$ cat src/logic/ccp_unit_params.svh
// Purpose: register offsets, field positions and reset values of the compare/PWM unit
// Assumes: byte-wide register port with a 2-bit register index
// Notes: definitions only, no logic
`ifndef CCP_UNIT_PARAMS_SVH
`define CCP_UNIT_PARAMS_SVH

////////////////////////////////////////////////////////////////////////////////
// register indices on the plain register port
`define OFS_UNIT_CONTROL 2'h0
`define OFS_COMPARE_VALUE_LOW 2'h1
`define OFS_COMPARE_VALUE_HIGH 2'h2
`define OFS_UNIT_STATUS 2'h3

////////////////////////////////////////////////////////////////////////////////
// field positions inside unit_control and the status register
`define MODE_FIELD_LSB 0
`define MODE_FIELD_MSB 3
`define DUTY_FRACTION_LSB 4
`define DUTY_FRACTION_MSB 5
`define STATUS_FLAG_BIT 0

////////////////////////////////////////////////////////////////////////////////
// reset values
`define RST_UNIT_CONTROL 8'h00
`define RST_COMPARE_VALUE 8'h00
`define RST_READ_DATA 8'h00

`endif

$ cat src/logic/ccp_unit_pkg.sv
// Purpose: types shared by the compare/PWM unit and its bench
// Assumes: nothing beyond the params header
// Notes: mode codes are the 4-bit unit_mode_field encodings
`default_nettype none
package ccp_unit_pkg;

	// match actions and pulse-width mode selected by unit_mode_field
	typedef enum logic [3:0] {
		MODE_OFF = 4'h0,
		MODE_TOGGLE = 4'h2,
		MODE_SET_HIGH = 4'h8,
		MODE_SET_LOW = 4'h9,
		MODE_SOFT_INT = 4'hA,
		MODE_SPECIAL = 4'hB,
		MODE_PWM = 4'hC
	} mode_t;

	// one register port request
	typedef struct packed {
		logic [1:0] addr;
		logic [7:0] wdata;
		logic wr;
		logic rd;
	} reg_req_t;

	// whole state of the unit
	typedef struct packed {
		logic [7:0] control;
		logic [7:0] cmp_low;
		logic [7:0] cmp_high;
		logic [1:0] duty_latch;
		logic pin_latch;
		logic flag;
		logic sev_pending;
		logic sev_pulse;
		logic adc_pulse;
		logic [7:0] rdata;
	} state_t;

endpackage
`default_nettype wire

$ cat src/logic/ccp_unit.sv
// Purpose: compare mode and standard pulse-width mode of one capture/compare/PWM unit
// Assumes: wide and narrow timers live outside; their counts and increment strobes arrive here
// Notes: register port is byte wide, read data stand one cycle after the read strobe
//
// Overview of operation
// - compare 16-bit value with wide timer each update
// - one match action chosen by mode field
// - interrupt flag set together with match action
// - zero control write forces compare latch low
// - mode 1010 flags only, pin released
// - mode 1011 resets timer, starts conversion, pin released
// - trigger at match, timer clear next edge
// - trigger reset never sets timer overflow flag
// - match lost before clear edge skips reset
// - compare not required during sleep
// - pulse-width waveform with ten-bit resolution
// - period, duty from period, duty, control only
// - zero control write releases pin in pulse mode
// - duty is compare low then fraction bits
// - period match clears timer, sets pin unless duty is zero, buffers duty
// - ten-bit time base equal buffered duty clears pin
`timescale 1ns/1ps
`include "ccp_unit_params.svh"
`default_nettype none

module ccp_unit (
	input wire logic i_mclk,
	input wire logic i_reset_n,
	input wire ccp_unit_pkg::reg_req_t i_bus,
	output logic [7:0] o_rdata,
	input wire logic [15:0] i_wide_timer,
	input wire logic i_wide_tick,
	input wire logic i_adc_enable,
	input wire logic i_sleep,
	input wire logic [7:0] i_narrow_timer,
	input wire logic [7:0] i_narrow_period,
	input wire logic i_narrow_tick,
	input wire logic [1:0] i_narrow_fine,
	output logic o_unit_pin,
	output logic o_unit_pin_oe_n,
	output logic o_special_event,
	output logic o_adc_start,
	output logic o_wide_timer_clear,
	output logic o_unit_interrupt_flag
);
	import ccp_unit_pkg::*;

	////////////////////////////////////////////////////////////////////////////
	// state and decoded views of it
	state_t r;
	state_t next_r;
	mode_t mode;
	logic pwm_mode;
	logic drives_pin;
	logic [15:0] compare_value;
	logic wide_match;
	logic period_match;
	logic duty_match;
	logic [9:0] duty_value;
	logic [9:0] time_base;
	logic wr_control;
	logic wr_cmp_low;
	logic wr_cmp_high;
	logic wr_status;

	// codes outside the enum read back as they are; codes D to F run pulse mode, the rest only set the flag on a match
	assign mode = mode_t'(r.control[`MODE_FIELD_MSB:`MODE_FIELD_LSB]);
	assign pwm_mode = (r.control[3:2] == 2'h3);
	assign compare_value = {r.cmp_high, r.cmp_low};
	assign duty_value = {r.cmp_low, r.control[`DUTY_FRACTION_MSB:`DUTY_FRACTION_LSB]};
	assign time_base = {i_narrow_timer, i_narrow_fine};

	// a match counts only on a timer update; with the oscillator stopped only the pulse-mode compares still run
	assign wide_match = i_wide_tick && !i_sleep && !pwm_mode && (compare_value == i_wide_timer);

	// timer value is the pre-increment count while the strobe is high
	assign period_match = pwm_mode && i_narrow_tick && (i_narrow_timer == i_narrow_period);
	assign duty_match = pwm_mode && (time_base == {r.cmp_high, r.duty_latch});

	// register port decode
	assign wr_control = i_bus.wr && (i_bus.addr == `OFS_UNIT_CONTROL);
	assign wr_cmp_low = i_bus.wr && (i_bus.addr == `OFS_COMPARE_VALUE_LOW);
	assign wr_cmp_high = i_bus.wr && (i_bus.addr == `OFS_COMPARE_VALUE_HIGH);
	assign wr_status = i_bus.wr && (i_bus.addr == `OFS_UNIT_STATUS);

	////////////////////////////////////////////////////////////////////////////
	// pin ownership: only the pin actions and pulse mode take the pin
	always_comb begin
		unique case (mode)
			MODE_TOGGLE, MODE_SET_HIGH, MODE_SET_LOW: drives_pin = 1'b1;
			MODE_SOFT_INT: drives_pin = 1'b0;
			MODE_SPECIAL: drives_pin = 1'b0;
			default: drives_pin = pwm_mode;
		endcase
	end

	////////////////////////////////////////////////////////////////////////////
	// next state
	always_comb begin
		next_r = r;
		next_r.sev_pulse = 1'b0;
		next_r.adc_pulse = 1'b0;
		next_r.rdata = `RST_READ_DATA;

		// clearing the clear request: either the timer took it on its edge,
		// or software moved the compare value away first and the reset is skipped
		if (r.sev_pending && (i_wide_tick || (compare_value != i_wide_timer))) begin
			next_r.sev_pending = 1'b0;
		end

		// flag cleared by writing one; a match in the same cycle wins below
		if (wr_status && i_bus.wdata[`STATUS_FLAG_BIT]) begin
			next_r.flag = 1'b0;
		end

		// compare match: one action, flag in the same cycle
		if (wide_match) begin
			next_r.flag = 1'b1;
			unique case (mode)
				MODE_TOGGLE: next_r.pin_latch = !r.pin_latch;
				MODE_SET_HIGH: next_r.pin_latch = 1'b1;
				MODE_SET_LOW: next_r.pin_latch = 1'b0;
				MODE_SPECIAL: begin
					next_r.sev_pulse = 1'b1;
					next_r.adc_pulse = i_adc_enable;
					next_r.sev_pending = 1'b1;
				end
				default: next_r.pin_latch = r.pin_latch;
			endcase
		end

		// pulse mode: period end wins over duty end in the same cycle
		if (period_match) begin
			next_r.cmp_high = r.cmp_low;
			next_r.duty_latch = r.control[`DUTY_FRACTION_MSB:`DUTY_FRACTION_LSB];
			next_r.pin_latch = (duty_value != 10'h000);
		end else if (duty_match) begin
			next_r.pin_latch = 1'b0;
		end

		// software writes; compare high is the duty buffer and read-only in pulse mode
		if (wr_control) begin
			next_r.control = i_bus.wdata;
			if (i_bus.wdata == `RST_UNIT_CONTROL) begin
				next_r.pin_latch = 1'b0;
			end
		end
		if (wr_cmp_low) begin
			next_r.cmp_low = i_bus.wdata;
		end
		if (wr_cmp_high && !pwm_mode) begin
			next_r.cmp_high = i_bus.wdata;
		end

		// read data for the cycle after the strobe only
		if (i_bus.rd) begin
			unique case (i_bus.addr)
				`OFS_UNIT_CONTROL: next_r.rdata = r.control;
				`OFS_COMPARE_VALUE_LOW: next_r.rdata = r.cmp_low;
				`OFS_COMPARE_VALUE_HIGH: next_r.rdata = r.cmp_high;
				`OFS_UNIT_STATUS: next_r.rdata = {7'h00, r.flag};
			endcase
		end
	end

	////////////////////////////////////////////////////////////////////////////
	// state register
	always_ff @(posedge i_mclk or negedge i_reset_n) begin
		if (!i_reset_n) begin
			r.control <= `RST_UNIT_CONTROL;
			r.cmp_low <= `RST_COMPARE_VALUE;
			r.cmp_high <= `RST_COMPARE_VALUE;
			r.duty_latch <= 2'h0;
			r.pin_latch <= 1'b0;
			r.flag <= 1'b0;
			r.sev_pending <= 1'b0;
			r.sev_pulse <= 1'b0;
			r.adc_pulse <= 1'b0;
			r.rdata <= `RST_READ_DATA;
		end else begin
			r <= next_r;
		end
	end

	////////////////////////////////////////////////////////////////////////////
	// outputs; the clear request is a level the wide timer applies at its next
	// increment edge in place of counting, and it never reports that as an overflow
	assign o_rdata = r.rdata;
	assign o_unit_pin = r.pin_latch;
	assign o_unit_pin_oe_n = !drives_pin;
	assign o_special_event = r.sev_pulse;
	assign o_adc_start = r.adc_pulse;
	assign o_wide_timer_clear = r.sev_pending;
	assign o_unit_interrupt_flag = r.flag;
endmodule
`default_nettype wire

$ cat config.mk
export PLATFORM = sky130hd
export DESIGN_NAME = ccp_unit
export DESIGN_NICKNAME = d
export VERILOG_FILES = /design/src/logic/ccp_unit_pkg.sv /design/src/logic/ccp_unit.sv
export VERILOG_INCLUDE_DIRS = /design/src /design/src/logic
export SDC_FILE = /design/constraint.sdc
export NUM_CORES = 1
export LEC_CHECK = 0
export ABC_AREA = 1
export BUFFER_PORTS_ARGS = -buffer_cell sky130_fd_sc_hd__buf_4
export CAP_MARGIN = 5
export CORE_UTILIZATION = 35
export DETAILED_ROUTE_END_ITERATION = 10
export HOLD_SLACK_MARGIN = 0.03
export PLACE_DENSITY_LB_ADDON = 0.25
export SYNTH_ARGS = -nofsm -noshare
export SYNTH_HDL_FRONTEND = slang
export SYNTH_SLANG_ARGS = --single-unit
$ cat constraint.sdc
create_clock -name i_mclk -period 2.1 [get_ports i_mclk]
set_clock_uncertainty 0.05 [all_clocks]
set_input_delay 0.21 -clock i_mclk [delete_from_list [all_inputs] [get_ports i_mclk]]
set_output_delay 0.21 -clock i_mclk [all_outputs]
set_load 0.01 [all_outputs]
---- Word level (Yosys, flattened, before mapping) ----
Index checks and enable logic that the tools add are counted.
storage, ports and cells
  register bits ........................... 39
  input port bits ......................... 52
  output and inout port bits .............. 14
  logic and storage cells ................. 62
cells by class
  equality and inequality tests ........... 13
  muxes and demuxes ....................... 14
  reduce and logical (&&, ||, !) cells .... 25
operator list
  cell                                                 count
  case mux 8 bit (4 select lines)                      1
  equality test 16 bit                                 1
  equality test 4 bit, second input constant           4
  two-way mux 8 bit                                    2
  != test 16 bit                                       1
  logical AND 1 bit                                    13
  equality test 10 bit                                 1
  two-way mux 10 bit                                   1
  nonzero test 10 bit                                  1
  equality test 8 bit                                  1
  logical NOT 8 bit                                    1
  equality test 2 bit, second input constant           3
  two-way mux 1 bit                                    6
  two-way mux 5 bit                                    1
  equality test 4 x 2 -> 1 bit, second input constant  1
  logical NOT 1 bit                                    4
  nonzero test 2 bit                                   2
  two-way mux 3 bit                                    1
  case mux 1 bit (3 select lines)                      1
  OR reduction 3 bit                                   1
  equality test 2 x 1 -> 1 bit, second input constant  1
  logical NOT 2 bit                                    1
  case mux 1 bit (2 select lines)                      1
  OR reduction 2 bit                                   1
  logical OR 1 bit                                     1

---- Logic depth before layout (Yosys ltp) ----
  depth in word-level cells ............... 10
  gate-level depth with buffers ........... 11
  depth with buffers taken out ............ 11

---- Least setup slack after synthesis ----
No wires, ideal clock.
  kind .................................... flip-flop to flip-flop
  start ................................... reg r, in the netlist mode[3]
  end ..................................... reg r, in the netlist o_wide_timer_clear
  library setup time ...................... 95 ps
  data arrival time ....................... 1243 ps
  required time ........................... 1955 ps
  setup slack ............................. 712 ps
  cell stages (with the launch flop) ...... 7
  path buffers ............................ 0
  period minus slack after synthesis ...... 1388 ps
  path through ............................ dfrtp_1 -> nand2_2 -> inv_1 -> nor3b_1 -> nand3_1 -> or2_1 -> o31ai_1
RTL lines
  element                   RTL line         RTL
  start: declaration        ccp_unit.sv:50   state_t r;
  start signal: assignment  ccp_unit.sv:181  r <= next_r;

==> report_table.html <==
<table>
<tr><th>Metric</th><th>Value</th></tr>
<tr><th colspan="2">Route</th></tr>
<tr><td>First-pass iteration count of the detailed router</td><td>4</td></tr>
<tr><td>Routed WL per cell</td><td>about 13 um</td></tr>
<tr><td>Wirelength, routed</td><td>roughly 6600 um</td></tr>
<tr><td>Post-detailed-route via-to-cell ratio</td><td>about 4.6</td></tr>
<tr><td>Vias</td><td>between 2000 and 2500</td></tr>
<tr><td>DRC violation total after the first TritonRoute iteration</td><td>approximately 140</td></tr>
<tr><td>Post-route antenna net violation count</td><td>0</td></tr>
<tr><td>Drt drc</td><td>0</td></tr>
<tr><th colspan="2">Timing</th></tr>
<tr><td>Final Slew Violations</td><td>0</td></tr>
<tr><td>Pin slew with the least headroom to its limit</td><td>~0.52 ns</td></tr>
<tr><td>Highest achievable clock rate</td><td>slightly below 600 MHz</td></tr>
<tr><td>Final count of negative-setup-slack endpoints</td><td>0</td></tr>
<tr><td>Total negative setup slack</td><td>0 ns</td></tr>
<tr><td>Final count of hold timing violations</td><td>0</td></tr>
<tr><td>Post-route worst hold slack</td><td>between 0.04 and 0.05 ns</td></tr>
<tr><td>Slew margin rel.</td><td>0.6504</td></tr>
<tr><td>Setup repair after global routing missed its margin</td><td>false</td></tr>
<tr><td>Final period util</td><td>0.8139</td></tr>
<tr><td>Time the final worst path needs with I/O delays and setup</td><td>~1.7 ns</td></tr>
<tr><th colspan="2">Worst setup path</th></tr>
<tr><td>Worst reg2reg path startpoint</td><td>compare_value[3]</td></tr>
<tr><td>CP endpoint</td><td>o_wide_timer_clear</td></tr>
<tr><td>Depth of the worst register-to-register path</td><td>9</td></tr>
<tr><td>Crit end category</td><td>register</td></tr>
<tr><td>R2R Setup Slk</td><td>0.39 ns</td></tr>
<tr><td>Signal arrival time at the worst endpoint</td><td>about 1.9 ns</td></tr>
<tr><td>Worst Path Required</td><td>2.26 ns</td></tr>
<tr><td>Critical Path Most Common Cell</td><td>sky130_fd_sc_hd__nand2_1</td></tr>
<tr><td>Worst path max stage delay</td><td>about 0.44 ns</td></tr>
<tr><td>Worst reg2reg endpoint</td><td>o_wide_timer_clear</td></tr>
<tr><td>Startpoint-to-endpoint class of the critical path</td><td>register to register</td></tr>
<tr><td>Startpoint class of the critical path</td><td>register</td></tr>
<tr><td>Cell chain of the critical path</td><td>inv_1 &gt; nand2_1 &gt; nand2_1 &gt; nor2_1 &gt; nand2_1 &gt; nor2_2 &gt; nand3_1 &gt; or2_1 &gt; o31ai_1</td></tr>
<tr><td>Start point of the critical path</td><td>compare_value[3]</td></tr>
<tr><td>Slowest library cell on the worst path</td><td>sky130_fd_sc_hd__dfrtp_1</td></tr>
<tr><td>Number of cells on the critical path</td><td>9</td></tr>
<tr><td>Family of cells with the greatest summed delay on the critical path</td><td>simple AND/OR/NAND/NOR gates</td></tr>
<tr><td>WP buf/inv</td><td>1</td></tr>
<tr><td>Highest net fanout along the worst path</td><td>4</td></tr>
<tr><th colspan="2">GRT</th></tr>
<tr><td>Total track usage</td><td>0.1859</td></tr>
<tr><td>Number of antenna violations at the first check in global routing</td><td>0</td></tr>
<tr><td>Sum of overflow across all layers after global routing</td><td>0</td></tr>
<tr><td>Largest net degree at the start of global routing</td><td>40</td></tr>
<tr><td>Global-route wire length before repair</td><td>about 11000 um</td></tr>
<tr><td>Via count of the first global-routing pass</td><td>2224</td></tr>
<tr><th colspan="2">Final layout</th></tr>
<tr><td>Fraction of final layout cells with drive strength greater than 1</td><td>0.2251</td></tr>
<tr><td>Number of fillers in the final layout</td><td>around 750</td></tr>
<tr><td>Synthesis-to-finish area growth</td><td>26.53%</td></tr>
<tr><td>FF/Latch Area</td><td>between 900 and 1000 um^2</td></tr>
<tr><td>Total inserted antenna cells</td><td>0</td></tr>
<tr><td>Final cell area excluding filler cells</td><td>approximately 3200 um^2</td></tr>
<tr><td>Area of combinational cells with multiple inputs</td><td>between 1000 and 1500 um^2</td></tr>
<tr><td>Layout Nets</td><td>~480</td></tr>
<tr><th colspan="2">Synthesis</th></tr>
<tr><td>Share of synthesized flip-flops with an asynchronous set or reset</td><td>1.000</td></tr>
<tr><td>Gate Count Post-Synth</td><td>367</td></tr>
<tr><td>Post-synth EDFFs</td><td>0</td></tr>
<tr><td>Flop and latch count out of synthesis</td><td>39</td></tr>
<tr><td>Portion of synthesized cell area occupied by the leading cell type</td><td>0.3904</td></tr>
<tr><td>Top post-synthesis cells by area</td><td>sky130_fd_sc_hd__dfrtp_1 39%, sky130_fd_sc_hd__nand2_1 17%, sky130_fd_sc_hd__inv_1 10%</td></tr>
<tr><td>Dominant cell type by area after synthesis</td><td>sky130_fd_sc_hd__dfrtp_1</td></tr>
<tr><td>Most used DFF post-synth</td><td>sky130_fd_sc_hd__dfrtp_1</td></tr>
<tr><td>Cell Area, Synth</td><td>2500 um^2</td></tr>
<tr><td>Average cell area after synthesis</td><td>6.812 um^2</td></tr>
<tr><td>Synthesized Nets</td><td>419</td></tr>
<tr><td>Yosys Warn Count</td><td>0</td></tr>
<tr><td>Most frequently used cell type in the post-synthesis netlist</td><td>sky130_fd_sc_hd__nand2_1</td></tr>
<tr><td>Sequential fraction of the synthesis area</td><td>0.3904</td></tr>
<tr><td>Commonest cells in the synthesized netlist</td><td>116 x sky130_fd_sc_hd__nand2_1, 69 x sky130_fd_sc_hd__inv_1, 39 x sky130_fd_sc_hd__dfrtp_1, 27 x sky130_fd_sc_hd__nor2_1, 27 x sky130_fd_sc_hd__o21ai_0</td></tr>
<tr><td>Distinct cell type count of the synthesized netlist</td><td>27</td></tr>
<tr><th colspan="2">Clocking</th></tr>
<tr><td>Total CTS buffers</td><td>5</td></tr>
<tr><td>Maximum clock insertion buffer count</td><td>2</td></tr>
<tr><td>Sinks on Clock Net</td><td>39</td></tr>
<tr><td>Count of cells resized by post-cts repair</td><td>0</td></tr>
<tr><td>CTS root buffer</td><td>sky130_fd_sc_hd__clkbuf_8</td></tr>
<tr><td>Reg clk slew, reported paths</td><td>~0.090 ns</td></tr>
<tr><td>Max H-tree Level</td><td>2</td></tr>
<tr><td>Worst-Skew Late Latency</td><td>roughly 0.3 ns</td></tr>
<tr><td>TritonCTS clock tree</td><td>built</td></tr>
<tr><th colspan="2">Placed design</th></tr>
<tr><td>Placed wire-length estimate</td><td>approximately 5400 um</td></tr>
<tr><td>Final weighted congestion in routability-driven placement</td><td>roughly 0.9</td></tr>
<tr><td>Number of input and output port buffers inserted</td><td>65</td></tr>
<tr><td>Total cell area at the placement stage</td><td>around 3000 um^2</td></tr>
<tr><th colspan="2">Die</th></tr>
<tr><td>Number of top-level design ports</td><td>between 60 and 70</td></tr>
<tr><td>Standard-cell rows</td><td>30</td></tr>
<tr><td>Die area</td><td>between 7000 and 8000 um^2</td></tr>
<tr><td>Width of the chip</td><td>roughly 87 um</td></tr>
<tr><td>Die height</td><td>~87 um</td></tr>
<tr><td>Effective utilization at floorplan</td><td>0.3659</td></tr>
<tr><td>Area inside the core boundary</td><td>6832 um^2</td></tr>
<tr><th colspan="2">Pwr</th></tr>
<tr><td>PD cells</td><td>a little under 700 nW/um^2</td></tr>
<tr><td>Leakage power</td><td>roughly 1.8 nW</td></tr>
<tr><td>Maximum ir drop on the vdd rail</td><td>approximately 280 uV</td></tr>
<tr><th colspan="2">Flow run</th></tr>
<tr><td>Number of maximum-capacitance constraint violations</td><td>0</td></tr>
<tr><th colspan="2">Worst hold path</th></tr>
<tr><td>Worst hold path class</td><td>input port to register</td></tr>
<tr><th colspan="2">Run status</th></tr>
<tr><td>Result of the run</td><td>finished clean</td></tr>
</table>
==> cell type report <==
type | count | area share
repair buffers | 66 | 0.1574
inverters | 80 | 0.09494
multi-input cells | 238 | 0.3655
clock inverters | 3 | 0.01384
flip-flops and latches | 39 | 0.3085
clock buffers | 5 | 0.02176
well taps | 96 | 0.03797
==> stage by stage <==
step	worst slack (ns)	total power (W)	std cells	util
finish	0.3908	0.002159	527	0.4630
global route	0.2687	0.002283	527	0.4630
CTS	0.3972	0.002170	527	0.4630
detailed placement	0.4170	0.001537	518	0.4451
global placement	0.4266	0.001532	518	0.4451
floorplan	0.7120	0.001298	367	-
==> per-layer routing <==
metal | vias to the layer above | GRT usage | wire length (um)
li1 | 1258 | - | -
met1 | 1084 | 0.2610 | 3221
met2 | 86 | 0.2958 | 2898
met3 | 9 | 0.03429 | 408
met4 | 0 | 0.04848 | 106
met5 | - | 0 | 0
==> cell usage in the layout (no fill, tap or decap), types with 2 or more instances in the layout <==
cell type	synthesis	routed
sky130_fd_sc_hd__a21oi_1	3	3
sky130_fd_sc_hd__buf_4	8	65
sky130_fd_sc_hd__clkbuf_8	0	5
sky130_fd_sc_hd__dfrtp_1	39	39
sky130_fd_sc_hd__inv_1	69	69
sky130_fd_sc_hd__inv_2	11	11
sky130_fd_sc_hd__nand2_1	116	116
sky130_fd_sc_hd__nand2_2	2	2
sky130_fd_sc_hd__nand3_1	12	12
sky130_fd_sc_hd__nand4_1	6	6
sky130_fd_sc_hd__nor2_1	27	27
sky130_fd_sc_hd__nor2_2	6	6
sky130_fd_sc_hd__nor4_1	4	4
sky130_fd_sc_hd__o21ai_0	27	27
sky130_fd_sc_hd__o221ai_1	9	9
sky130_fd_sc_hd__o22ai_1	5	5
sky130_fd_sc_hd__or2_2	3	3
sky130_fd_sc_hd__xnor2_1	3	3
sky130_fd_sc_hd__xor2_1	7	7
==> where the power goes <==
part / switching [W] / leakage [nW] / total (W) / internal (W)
clock network: 0.000280 / 0.0581 / 0.000634 / 0.000354
registers: 0.000108 / 0.498 / 0.000956 / 0.000848
logic: 0.000322 / 1.23 / 0.000569 / 0.000247
total: 0.000710 / 1.79 / 0.00216 / 0.00145
==> sequential cells by signal (all words and copies together), names as in the netlist <==
register               cells
o_unit_interrupt_flag      1
duty_value                 2
o_wide_timer_clear         1
mode                       4
o_special_event            1
r                          4
o_rdata                    8
o_unit_pin                 1
compare_value             16
o_adc_start                1
==> kinds of logic (layout without fill, tap and decap cells) <==
family                 count (synthesis)  after routing  synth area share
AND/OR/NAND/NOR                      181            181            0.3138
buffers and inverters                 90            154            0.1472
AO/OA/AOI/OAI                         47             47            0.1136
flip-flops                            39             39            0.3904
XOR/XNOR                              10             10           0.03504
==> worst min path at each step <==
stage	start	endpoint	slack, ns	cells past startpoint
floorplan	i_reset_n	compare_value[0]	-0.14	0
global placement	i_reset_n	compare_value[2]	0.17	1
detailed placement	i_reset_n	compare_value[2]	0.17	1
CTS	i_wide_tick	o_wide_timer_clear	0.04	2
global route	i_wide_tick	o_wide_timer_clear	0.04	2
finish	i_wide_tick	o_wide_timer_clear	0.04	2
==> what timing repair did <==
item                      in CTS  in global routing
hold buffers                   1                  0
buffers inserted               0                  0
hold endpoints to repair      39                  0
Power figures use the tool's default switching activity.
